$ cat src/pkg/usb_ctrl_params.svh
// register offsets, field positions and reset values of the usb control block
`ifndef USB_CTRL_PARAMS_SVH
`define USB_CTRL_PARAMS_SVH

// ----------------------------------------
// register byte offsets
// ----------------------------------------
`define OFS_GENERAL_CONTROL 12'h000
`define OFS_EP_FLAGS 12'h004
`define OFS_EP_ENABLES 12'h008
`define OFS_HOST_FLAGS 12'h00C
`define OFS_HOST_ENABLES 12'h010
`define OFS_STATUS 12'h014

// ----------------------------------------
// general control fields
// ----------------------------------------
`define CTL_GLOBAL_ENABLE 7
`define CTL_HOST_ROLE 6
`define CTL_CLOCK_FREEZE 5
`define CTL_VBUS_PAD 4
`define CTL_ID_IRQ_EN 1
`define CTL_VBUS_IRQ_EN 0
`define CTL_WRITE_MASK 8'hF3
`define CTL_RESET 8'h20

// ----------------------------------------
// endpoint flag fields
// ----------------------------------------
`define EPF_NAK_OUT 4
`define EPF_SETUP_RX 3
`define EPF_OUT_RX 2
`define EPF_STALL_SENT 1
`define EPF_TX_READY 0
`define EPF_MASK 8'h1F

// ----------------------------------------
// endpoint enable fields
// ----------------------------------------
`define EPE_FLOW_ERR 7
`define EPE_NAK_IN 6
`define EPE_MASK 8'hDF

// ----------------------------------------
// host flag and enable fields
// ----------------------------------------
`define HF_WAKEUP 6
`define HF_SOF 5
`define HF_MASK 8'h7F
`define REG_RESET 8'h00

`endif

$ cat src/pkg/usb_ctrl_pkg.sv
// types shared by the usb control block
package usb_ctrl_pkg;
  typedef logic [7:0] byte_t;
  typedef enum logic [1:0] {BUS_IDLE, BUS_ACCESS} bus_state_t;
endpackage : usb_ctrl_pkg

$ cat src/rtl/sync_in.sv
// three-stage synchroniser for asynchronous input levels
`timescale 1ns/1ps
module sync_in #(
  parameter int WIDTH = 1
) (
  input wire logic core_clk,
  input wire logic rst_n,
  input wire logic [WIDTH-1:0] async_in,
  output logic [WIDTH-1:0] sync_out
);
  typedef struct packed {
    logic [WIDTH-1:0] s1;
    logic [WIDTH-1:0] s2;
    logic [WIDTH-1:0] s3;
    logic [WIDTH-1:0] stable;
  } sync_state_t;

  sync_state_t st_reg;
  sync_state_t st_next;

  always_comb begin
    st_next = st_reg;
    st_next.s1 = async_in;
    st_next.s2 = st_reg.s1;
    st_next.s3 = st_reg.s2;
    // a change counts once the second and third stages agree
    for (int i = 0; i < WIDTH; i++) begin
      if (st_reg.s2[i] == st_reg.s3[i]) begin
        st_next.stable[i] = st_reg.s3[i];
      end
    end
  end

  always_ff @(posedge core_clk) begin
    if (!rst_n) begin
      st_reg <= '0;
    end else begin
      st_reg <= st_next;
    end
  end

  assign sync_out = st_reg.stable;
endmodule : sync_in

$ cat src/rtl/event_flags.sv
// bank of sticky event flags: hardware sets, software clears by writing zero
`timescale 1ns/1ps
module event_flags #(
  parameter int WIDTH = 8
) (
  input wire logic core_clk,
  input wire logic rst_n,
  input wire logic [WIDTH-1:0] setPulse,
  input wire logic [WIDTH-1:0] validMask,
  input wire logic clearWrite,
  input wire logic [WIDTH-1:0] clearData,
  input wire logic [WIDTH-1:0] enables,
  output logic [WIDTH-1:0] flags,
  output logic irqAny
);
  typedef struct packed {
    logic [WIDTH-1:0] flags;
  } flag_state_t;

  flag_state_t st_reg;
  flag_state_t st_next;

  always_comb begin
    st_next = st_reg;
    // writing one is ignored, writing zero clears
    if (clearWrite) begin
      st_next.flags = st_reg.flags & clearData;
    end
    // a set in the same cycle as a clear wins
    st_next.flags = (st_next.flags | setPulse) & validMask;
  end

  always_ff @(posedge core_clk) begin
    if (!rst_n) begin
      st_reg <= '0;
    end else begin
      st_reg <= st_next;
    end
  end

  assign flags = st_reg.flags;
  assign irqAny = |(st_reg.flags & enables);
endmodule : event_flags

$ cat src/rtl/usb_ctrl_irq_flags.sv
// control register, event flags and interrupt outputs of the usb controller
`timescale 1ns/1ps
`include "usb_ctrl_params.svh"
module usb_ctrl_irq_flags (
  input wire logic core_clk,
  input wire logic rst_n,
  // apb slave
  input wire logic psel,
  input wire logic penable,
  input wire logic pwrite,
  input wire logic [11:0] paddr,
  input wire logic [31:0] pwdata,
  input wire logic [3:0] pstrb,
  output logic [31:0] prdata,
  output logic pready,
  output logic pslverr,
  // endpoint engine events, one-cycle pulses on core_clk; endpointIsIn and the last three flags are levels
  input wire logic endpointIsIn,
  input wire logic nakOutSent,
  input wire logic setupReceived,
  input wire logic outReceived,
  input wire logic stallSent,
  input wire logic isoCrcError,
  input wire logic bankFree,
  input wire logic bankKillDone,
  input wire logic overflowFlag,
  input wire logic underflowFlag,
  input wire logic nakInFlag,
  // host engine events, one-cycle pulses on core_clk
  input wire logic sofIssued,
  input wire logic keepAliveSent,
  input wire logic upstreamResume,
  input wire logic resumeSent,
  input wire logic busResetSent,
  input wire logic deviceAttached,
  input wire logic deviceDetached,
  // asynchronous pin levels
  input wire logic busNonIdle,
  input wire logic idPin,
  input wire logic vbusPin,
  // controls to the usb macro
  output logic controllerReset,
  output logic transceiverEnable,
  output logic usbClockEnable,
  output logic resumeDetectEnable,
  output logic hostMode,
  output logic vbusPadEnable,
  output logic bankKillRequest,
  // interrupt requests
  output logic endpointIrq,
  output logic hostIrq,
  output logic generalIrq
);
  import usb_ctrl_pkg::*;

  // ----------------------------------------
  // state
  // ----------------------------------------
  typedef struct packed {
    byte_t ctrl;
    byte_t epEnables;
    byte_t hostEnables;
    logic bankKill;
    logic idLast;
    logic vbusLast;
    logic idChange;
    logic vbusChange;
    logic wakeLast;
    logic [31:0] rdata;
    logic ready;
    logic err;
  } ctrl_state_t;

  ctrl_state_t st_reg;
  ctrl_state_t st_next;

  logic [2:0] pinSync;
  byte_t epFlags;
  byte_t hostFlags;
  byte_t epSet;
  byte_t hostSet;
  byte_t epValid;
  logic epFlagIrq;
  logic hostFlagIrq;
  logic accessPhase;
  logic wrEp;
  logic wrHost;
  logic usbOn;

  function automatic logic hit(input logic [11:0] a, input logic [11:0] ofs);
    return a == ofs;
  endfunction : hit

  // byte lane 0 carries every 8-bit register
  function automatic byte_t merge(input byte_t old, input logic [31:0] wd,
                                  input logic [3:0] strb, input byte_t mask);
    byte_t v;
    v = strb[0] ? wd[7:0] : old;
    return v & mask;
  endfunction : merge

  // ----------------------------------------
  // pin synchronisers
  // ----------------------------------------
  sync_in #(
    .WIDTH(3)
  ) u_sync (
    .core_clk(core_clk),
    .rst_n(rst_n),
    .async_in({busNonIdle, idPin, vbusPin}),
    .sync_out(pinSync)
  );

  assign usbOn = st_reg.ctrl[`CTL_GLOBAL_ENABLE];
  assign accessPhase = psel && penable && !st_reg.ready;
  assign wrEp = accessPhase && pwrite && hit(paddr, `OFS_EP_FLAGS) && pstrb[0];
  assign wrHost = accessPhase && pwrite && hit(paddr, `OFS_HOST_FLAGS)
                  && pstrb[0];

  // ----------------------------------------
  // endpoint flags
  // ----------------------------------------
  always_comb begin
    epSet = '0;
    epSet[`EPF_NAK_OUT] = nakOutSent;
    epSet[`EPF_SETUP_RX] = setupReceived;
    epSet[`EPF_OUT_RX] = outReceived && !endpointIsIn;
    epSet[`EPF_STALL_SENT] = stallSent || isoCrcError;
    epSet[`EPF_TX_READY] = bankFree;
    epSet = usbOn ? epSet : '0;
    epValid = `EPF_MASK;
    // direction-dependent flags are held clear
    if (endpointIsIn) begin
      epValid[`EPF_SETUP_RX] = 1'b0;
      epValid[`EPF_OUT_RX] = 1'b0;
    end else begin
      epValid[`EPF_TX_READY] = 1'b0;
    end
    if (!usbOn) begin
      epValid = '0;
    end
  end

  event_flags #(
    .WIDTH(8)
  ) u_ep_flags (
    .core_clk(core_clk),
    .rst_n(rst_n),
    .setPulse(epSet),
    .validMask(epValid),
    .clearWrite(wrEp),
    .clearData(pwdata[7:0]),
    .enables(st_reg.epEnables),
    .flags(epFlags),
    .irqAny(epFlagIrq)
  );

  // ----------------------------------------
  // host flags
  // ----------------------------------------
  always_comb begin
    hostSet = '0;
    hostSet[`HF_WAKEUP] = pinSync[2] && !st_reg.wakeLast;
    hostSet[`HF_SOF] = sofIssued || keepAliveSent;
    hostSet[4] = upstreamResume;
    hostSet[3] = resumeSent;
    hostSet[2] = busResetSent;
    hostSet[1] = deviceDetached;
    hostSet[0] = deviceAttached;
    // host flags only run in host role with the macro on
    hostSet = (usbOn && st_reg.ctrl[`CTL_HOST_ROLE]) ? hostSet : '0;
  end

  event_flags #(
    .WIDTH(8)
  ) u_host_flags (
    .core_clk(core_clk),
    .rst_n(rst_n),
    .setPulse(hostSet),
    .validMask(usbOn ? `HF_MASK : `REG_RESET),
    .clearWrite(wrHost),
    .clearData(pwdata[7:0]),
    .enables(st_reg.hostEnables),
    .flags(hostFlags),
    .irqAny(hostFlagIrq)
  );

  // ----------------------------------------
  // registers and apb
  // ----------------------------------------
  always_comb begin
    st_next = st_reg;
    st_next.ready = 1'b0;
    st_next.err = 1'b0;
    st_next.idLast = pinSync[1];
    st_next.vbusLast = pinSync[0];
    st_next.wakeLast = pinSync[2];
    // transition events, sticky until written as zero in the status register
    if (st_reg.ctrl[`CTL_ID_IRQ_EN] && pinSync[1] != st_reg.idLast) begin
      st_next.idChange = 1'b1;
    end
    if (st_reg.ctrl[`CTL_VBUS_IRQ_EN] && pinSync[0] != st_reg.vbusLast) begin
      st_next.vbusChange = 1'b1;
    end
    if (bankKillDone || !usbOn) begin
      st_next.bankKill = 1'b0;
    end
    if (accessPhase) begin
      st_next.ready = 1'b1;
      st_next.rdata = '0;
      unique case (paddr)
        `OFS_GENERAL_CONTROL: begin
          // vbus pad stays writable even with the macro disabled
          if (pwrite) begin
            st_next.ctrl = merge(st_reg.ctrl, pwdata, pstrb,
                                 `CTL_WRITE_MASK);
          end
          st_next.rdata[7:0] = st_reg.ctrl;
        end
        `OFS_EP_FLAGS: begin
          // kill request: writing one sets it, writing zero is ignored
          if (pwrite && pstrb[0] && endpointIsIn && usbOn
              && pwdata[`EPF_OUT_RX]) begin
            st_next.bankKill = 1'b1;
          end
          st_next.rdata[7:0] = epFlags;
          if (endpointIsIn) begin
            st_next.rdata[`EPF_OUT_RX] = st_reg.bankKill;
          end
        end
        `OFS_EP_ENABLES: begin
          if (pwrite) begin
            st_next.epEnables = merge(st_reg.epEnables, pwdata, pstrb,
                                      `EPE_MASK);
          end
          st_next.rdata[7:0] = st_reg.epEnables;
        end
        `OFS_HOST_FLAGS: begin
          st_next.rdata[7:0] = hostFlags;
        end
        `OFS_HOST_ENABLES: begin
          if (pwrite) begin
            st_next.hostEnables = merge(st_reg.hostEnables, pwdata, pstrb,
                                        `HF_MASK);
          end
          st_next.rdata[7:0] = st_reg.hostEnables;
        end
        `OFS_STATUS: begin
          if (pwrite && pstrb[0]) begin
            st_next.idChange = st_next.idChange & pwdata[1];
            st_next.vbusChange = st_next.vbusChange & pwdata[0];
            // an edge in the clearing cycle still wins
            if (st_reg.ctrl[`CTL_ID_IRQ_EN]
                && pinSync[1] != st_reg.idLast) begin
              st_next.idChange = 1'b1;
            end
            if (st_reg.ctrl[`CTL_VBUS_IRQ_EN]
                && pinSync[0] != st_reg.vbusLast) begin
              st_next.vbusChange = 1'b1;
            end
          end
          st_next.rdata[4] = pinSync[1];
          st_next.rdata[3] = pinSync[0];
          st_next.rdata[1] = st_reg.idChange;
          st_next.rdata[0] = st_reg.vbusChange;
        end
        default: begin
          st_next.err = 1'b1;
        end
      endcase
    end
  end

  always_ff @(posedge core_clk) begin
    if (!rst_n) begin
      st_reg <= '0;
      st_reg.ctrl <= `CTL_RESET;
    end else begin
      st_reg <= st_next;
    end
  end

  // ----------------------------------------
  // outputs
  // ----------------------------------------
  assign prdata = st_reg.rdata;
  assign pready = st_reg.ready;
  assign pslverr = st_reg.err;
  assign controllerReset = !usbOn;
  assign transceiverEnable = usbOn;
  assign usbClockEnable = usbOn && !st_reg.ctrl[`CTL_CLOCK_FREEZE];
  assign resumeDetectEnable = usbOn;
  assign hostMode = st_reg.ctrl[`CTL_HOST_ROLE];
  assign vbusPadEnable = st_reg.ctrl[`CTL_VBUS_PAD];
  assign bankKillRequest = st_reg.bankKill;
  assign endpointIrq = epFlagIrq
    || (st_reg.epEnables[`EPE_FLOW_ERR] && (overflowFlag || underflowFlag))
    || (st_reg.epEnables[`EPE_NAK_IN] && nakInFlag);
  assign hostIrq = hostFlagIrq;
  // a sticky change raises the request only while its enable is set
  assign generalIrq = (st_reg.idChange && st_reg.ctrl[`CTL_ID_IRQ_EN])
    || (st_reg.vbusChange && st_reg.ctrl[`CTL_VBUS_IRQ_EN]);
endmodule : usb_ctrl_irq_flags

$ cat config.mk
export PLATFORM = sky130hd
export DESIGN_NAME = usb_ctrl_irq_flags
export DESIGN_NICKNAME = d
export VERILOG_FILES = /design/src/pkg/usb_ctrl_pkg.sv /design/src/rtl/sync_in.sv /design/src/rtl/event_flags.sv /design/src/rtl/usb_ctrl_irq_flags.sv
export VERILOG_INCLUDE_DIRS = /design/src /design/src/pkg
export SDC_FILE = /design/constraint.sdc
export NUM_CORES = 1
export LEC_CHECK = 0
export BUFFER_PORTS_ARGS = -buffer_cell sky130_fd_sc_hd__buf_4
export CORE_MARGIN = 4
export CORE_UTILIZATION = 50
export CTS_CLUSTER_DIAMETER = 80
export DETAILED_ROUTE_END_ITERATION = 10
export PLACE_DENSITY = 0.8
export REMOVE_ABC_BUFFERS = 1
export SLEW_MARGIN = 20
export SYNTH_ARGS = -nofsm -noshare
export SYNTH_HDL_FRONTEND = slang
export SYNTH_HIERARCHICAL = 1
export SYNTH_SLANG_ARGS = --single-unit
$ cat constraint.sdc
create_clock -name core_clk -period 2.3 [get_ports core_clk]
set_input_delay 0.23 -clock core_clk [delete_from_list [all_inputs] [get_ports core_clk]]
set_output_delay 0.23 -clock core_clk [all_outputs]
set_load 0.01 [all_outputs]
# Word-level counts from Yosys, hierarchy flattened
# Index checks and enable logic that the tools add are counted.
[classes]
mux = 26
eq_ne = 10
reduce_logical = 41
n_bitwise = 10
[op_table]
columns = ["operator", "n"]
rows = [
  ["8-bit bitwise AND", 3],
  ["12-bit by 4-bit equality test with 1-bit output (second input constant)", 2],
  ["12-bit by 5-bit equality test with 1-bit output (second input constant)", 2],
  ["2-bit one-hot mux with 6 select lines", 2],
  ["1-bit logical AND", 21],
  ["8-bit by 7-bit bitwise AND with 8-bit output", 2],
  ["8-bit two-way mux", 2],
  ["8-bit OR reduction", 2],
  ["3-bit one-hot mux with 5 select lines", 1],
  ["7-bit two-way mux", 2],
  ["12-bit by 3-bit equality test with 1-bit output (second input constant)", 1],
  ["12-bit zero test", 1],
  ["4-bit AND reduction", 3],
  ["1-bit two-way mux", 11],
  ["2-bit two-way mux", 5],
  ["5-bit two-way mux", 2],
  ["8-bit by 5-bit bitwise AND with 8-bit output", 1],
  ["8-bit by 5-bit bitwise OR with 8-bit output", 1],
  ["8-bit by 7-bit bitwise OR with 8-bit output", 1],
  ["1-bit logical OR", 7],
  ["6-bit OR reduction", 1],
  ["1-bit zero test", 5],
  ["1-bit one-hot mux with 4 select lines", 1],
  ["1-bit equality test", 3],
  ["3 further kinds", 5],
]
[totals]
out_inout_bits = 44
register_bits = 64

# Logic depth before layout (Yosys ltp)
[logic_depth]
ltp_word = 8
mapped_depth = 7
mapped_depth_nobuf = 6

# By module
# Netlist, hierarchy kept.
[by_module_without_submodules]
columns = ["mod", "instances", "seq_area_each_um2", "cells_each", "area_per_inst_um2"]
rows = [
  ["usb_ctrl_irq_flags", 1, 720.7, 258, 2203.4],
  ["event_flags", 2, 160.2, 46, 351.6],
  ["sync_in", 1, 240.2, 34, 390.4],
]

# Worst setup path after synthesis
# No wires, ideal clock.
[synth_path]
kind = "input-to-reg"
start = "input port paddr[7]"
end = "register u_ep_flags.st_reg (netlist bit u_ep_flags/flags[0])"
required_ns = 2.186
arrival_ns = 1.742
stages = 6
setup_slack_ns = 0.444
path_cell_list = "nor4_4 > nand3_4 > nor4_1 > nand2b_1 > a21oi_1 > nor2_1"
[synth_between]
elab_chain_len = 6
[synth_rtl]
columns = ["item", "line", "rtl"]
rows = [
  ["start, declared", "usb_ctrl_irq_flags.sv:11", "input wire logic [11:0] paddr,"],
  ["12-bit by 3-bit equality test with 1-bit output", "usb_ctrl_irq_flags.sv:91", "return a == ofs;"],
  ["1-bit logical AND (2 in series)", "usb_ctrl_irq_flags.sv:116", "assign wrEp = accessPhase && pwrite && hit(paddr, `OFS_EP_FLAGS) && pstrb[0];"],
  ["named net wrEp", "usb_ctrl_irq_flags.sv:86", "logic wrEp;"],
  ["8-bit two-way mux", "event_flags.sv:26", "if (clearWrite) begin"],
  ["8-bit by 5-bit bitwise OR with 8-bit output", "event_flags.sv:30", "st_next.flags = (st_next.flags | setPulse) & validMask;"],
  ["8-bit by 5-bit bitwise AND with 8-bit output", "event_flags.sv:30", ""],
  ["end signal, assigned", "event_flags.sv:37", "st_reg <= st_next;"],
  ["end, declared", "event_flags.sv:20", "flag_state_t st_reg;"],
]
# The timed path passes the listed nets, and every way through them passes these cells.
# A chain may end at the register's enable or synchronous reset.

# Worst setup path after layout
[layout_path]
start = "register st_reg (netlist bit pready)"
end = "register u_host_flags.st_reg (netlist bit u_host_flags/flags[6])"
[layout_between]
elab_chain_len = 8
[layout_rtl]
columns = ["item", "line", "rtl"]
rows = [
  ["start, declared", "usb_ctrl_irq_flags.sv:74", "ctrl_state_t st_reg;"],
  ["start signal, assigned", "usb_ctrl_irq_flags.sv:279", "st_reg <= st_next;"],
  ["1-bit zero test", "usb_ctrl_irq_flags.sv:115", "assign accessPhase = psel && penable && !st_reg.ready;"],
  ["1-bit logical AND", "usb_ctrl_irq_flags.sv:115", ""],
  ["1-bit logical AND (3 in series)", "usb_ctrl_irq_flags.sv:117", "assign wrHost = accessPhase && pwrite && hit(paddr, `OFS_HOST_FLAGS)"],
  ["named net wrHost", "usb_ctrl_irq_flags.sv:87", "logic wrHost;"],
  ["8-bit two-way mux", "event_flags.sv:26", ""],
  ["8-bit by 7-bit bitwise OR with 8-bit output", "event_flags.sv:30", ""],
  ["8-bit by 7-bit bitwise AND with 8-bit output", "event_flags.sv:30", ""],
  ["end signal, assigned", "event_flags.sv:37", ""],
  ["end, declared", "event_flags.sv:20", ""],
]
# The timed path passes the listed nets, and every way through them passes these cells.

==> run metrics <==
vias in the first global route 2674; vias per cell 5.44; Post-synth ARST share 0%; top post-synthesis cells by area dfxtp_1 39%, mux2i_1 9.4%, buf_4 8.4%; Commonest cells post-synth 64 x dfxtp_1, 58 x nand2_1, 37 x buf_4, 31 x mux2i_1, 28 x nor2_1; RSZ-0062 raised after global routing false; # fillers 545; Post-Synth XOR/XNOR Area 0.531%; flop and latch count out of synthesis 64; IO Pins 118; grt total ovfl 0; Final Cell Area 3930 um2; maximum VDD drop 0.367 mV; ANT cells 0; compound-cell area share of the yosys netlist 11.8%; first-pass GRT wire length 13000 um; fin util 61.5%; Synth Area in Adders 0%; clock root cell clkbuf_8; setup TNS 0 ns; status complete, no violations; pwr dens 601 nW/um2; clk sink count 64; clock latency at the later pin of the worst-skew pair 0.34 ns; slew margin rel. 63.5%; Post-CTS Hold Fix Bufs 0; largest family of logic cells by synthesized area simple AND/OR/NAND/NOR gates; post-synth top area share 38.9%; Post-Route WL 8310 um; f_max 0.549 GHz; max_cap viols 0; nets 523; die area 7960 um2; Pre-Repair DR Iteration Count 5; clock skew 0.00788 ns; H-tree depth 3; Yosys top cell by area dfxtp_1; CP Class flip-flop to flip-flop; DP Worst Slack 0.463 ns; Reg area 1280 um2; Yosys cell types 52; Starting Density 51.6%; leak pwr 1.61 nW; CP Capture Type flip-flop; top_reg_cell synth dfxtp_1; count leader, synth dfxtp_1; Layout area overhead 19.1%; synthesized instance count 384; share of the clock period used by the worst path after layout 79.2%; Longest Clk Path Bufs 2; Final setup viols 0; sequential-to-total area share from yosys stat 38.9%; GRT Total Usage 21.6%; share of cells above drive strength 1 23.8%; clock-pin slew on the worst setup and hold paths 0.07 ns; crit path max fanout 5; max reg flops 22; Core ar. 6390 um2; DRT iter0 DRCs 235; startpoint types flip-flop; CTS Buf Count 9; largest net degree at the start of global routing 37; DRC Markers 0; Hold Crit Class primary input to flip-flop; Placer Congestion 0.886; Hold Fails Final Rpt 0; min Tclk post-route 1.82 ns; Rows 29; Post CTS Setup Buffer Count 0; vias 2886; Final WS setup 0.480 ns; Final Max Slew Viols 0; clock tree from TritonCTS done; HPWL after DPL 5960 um; post-synthesis mux area share 10.8%; WL per Instance 15.6 um; WP data required 2.53 ns; worst slew pin tran 0.545 ns; CTS resizes 0; area occupied by multi-input gates 1750 um2; post-synthesis simple-gate area fraction 26.2%; Die Width 89.2 um; Port Buf Inserts 66; Avg Cell Area, Syn 8.59 um2; Arr. time, crit path 2.05 ns; Mapped Area 3300 um2; antenna violations before repair 0; Post-synth EDFFs 0; area post-placement 3710 um2; Post-DRT Antenna Nets 0; Die Y 89.2 um; yosys warns 6
report_power, final:
group / internal [W] / total (W) / switching [W]
clock network: 0.000618 / 0.00104 / 0.000421
logic: 0.0000860 / 0.000195 / 0.000109
registers: 0.00112 / 0.00113 / 0.00000596
total: 0.00182 / 0.00236 / 0.000535
cell usage in the layout (no fill, tap or decap), types with 3 or more instances in the layout:
| master | instances |
|---|---|
| nand2b_1 | 19 |
| conb_1 | 34 |
| mux2i_1 | 31 |
| clkbuf_8 | 13 |
| inv_1 | 5 |
| dfxtp_1 | 64 |
| nand3_1 | 5 |
| nand3b_1 | 3 |
| nor3_1 | 6 |
| o21ai_0 | 10 |
| a22oi_1 | 10 |
| buf_4 | 74 |
| nand4_1 | 4 |
| a21boi_0 | 3 |
| a21oi_1 | 25 |
| and3_1 | 6 |
| nand2_1 | 58 |
| nor2_1 | 28 |
| and2_2 | 6 |
| and2_1 | 11 |
layout make-up:
cell class	instances	area share, %
Sequential cell	64	32.6
Tap cell	77	2.45
Clock buffer	14	4.65
Inverter	6	0.573
Multi-Input combinational cell	294	44.7
Timing Repair Buffer	74	14.1
Clock inverter	2	0.892
logic make-up after synthesis:
logic type	count (synthesis)
simple gates	162
flops	64
compound gates	62
buf+inv	59
mux	34
xor+xnor	2
other cells	1
routing by layer:
metal | wire [um] | vias up | share of wire, % | global-route usage (%)
li1 | - | 1375 | - | -
met1 | 3370 | 1334 | 41 | 27.1
met2 | 3940 | 161 | 47 | 34.5
met3 | 789 | 16 | 9.5 | 5.16
met4 | 203 | 0 | 2.4 | 11.2
met5 | 0 | - | 0 | 0
worst paths after layout:
| check | cells past startpoint | end | slack [ns] | startpoint |
|---|---|---|---|---|
| worst max-delay path | 7 | u_host_flags/flags[6] | 0.48 | pready |
| worst min-delay path | 2 | bankKillRequest | 0.09 | bankKillDone |
| worst max register to register | 7 | u_host_flags/flags[6] | 0.48 | pready |
| worst min register to register | 1 | u_sync/st_next[3] | 0.43 | u_sync/st_next[6] |
through the flow:
step	std cells	power [W]	hold WS (ns)
after global placement	515	0.00134	0.413
final	531	0.00236	0.0870
after detailed placement	515	0.00134	0.415
after CTS	531	0.00237	0.0717
after floorplan	364	0.00122	0.345
after global routing	531	0.00245	0.0754
critical path, cell delays in order, from the launching register on:
cell      delay (ns)
dfxtp_1         0.32
and3b_1         0.27
nand3_1         0.23
nor3_1          0.39
buf_4           0.23
nand2b_1        0.07
a21oi_1         0.15
nor2_1          0.05
Note: power is estimated with default switching activity, not from simulation.
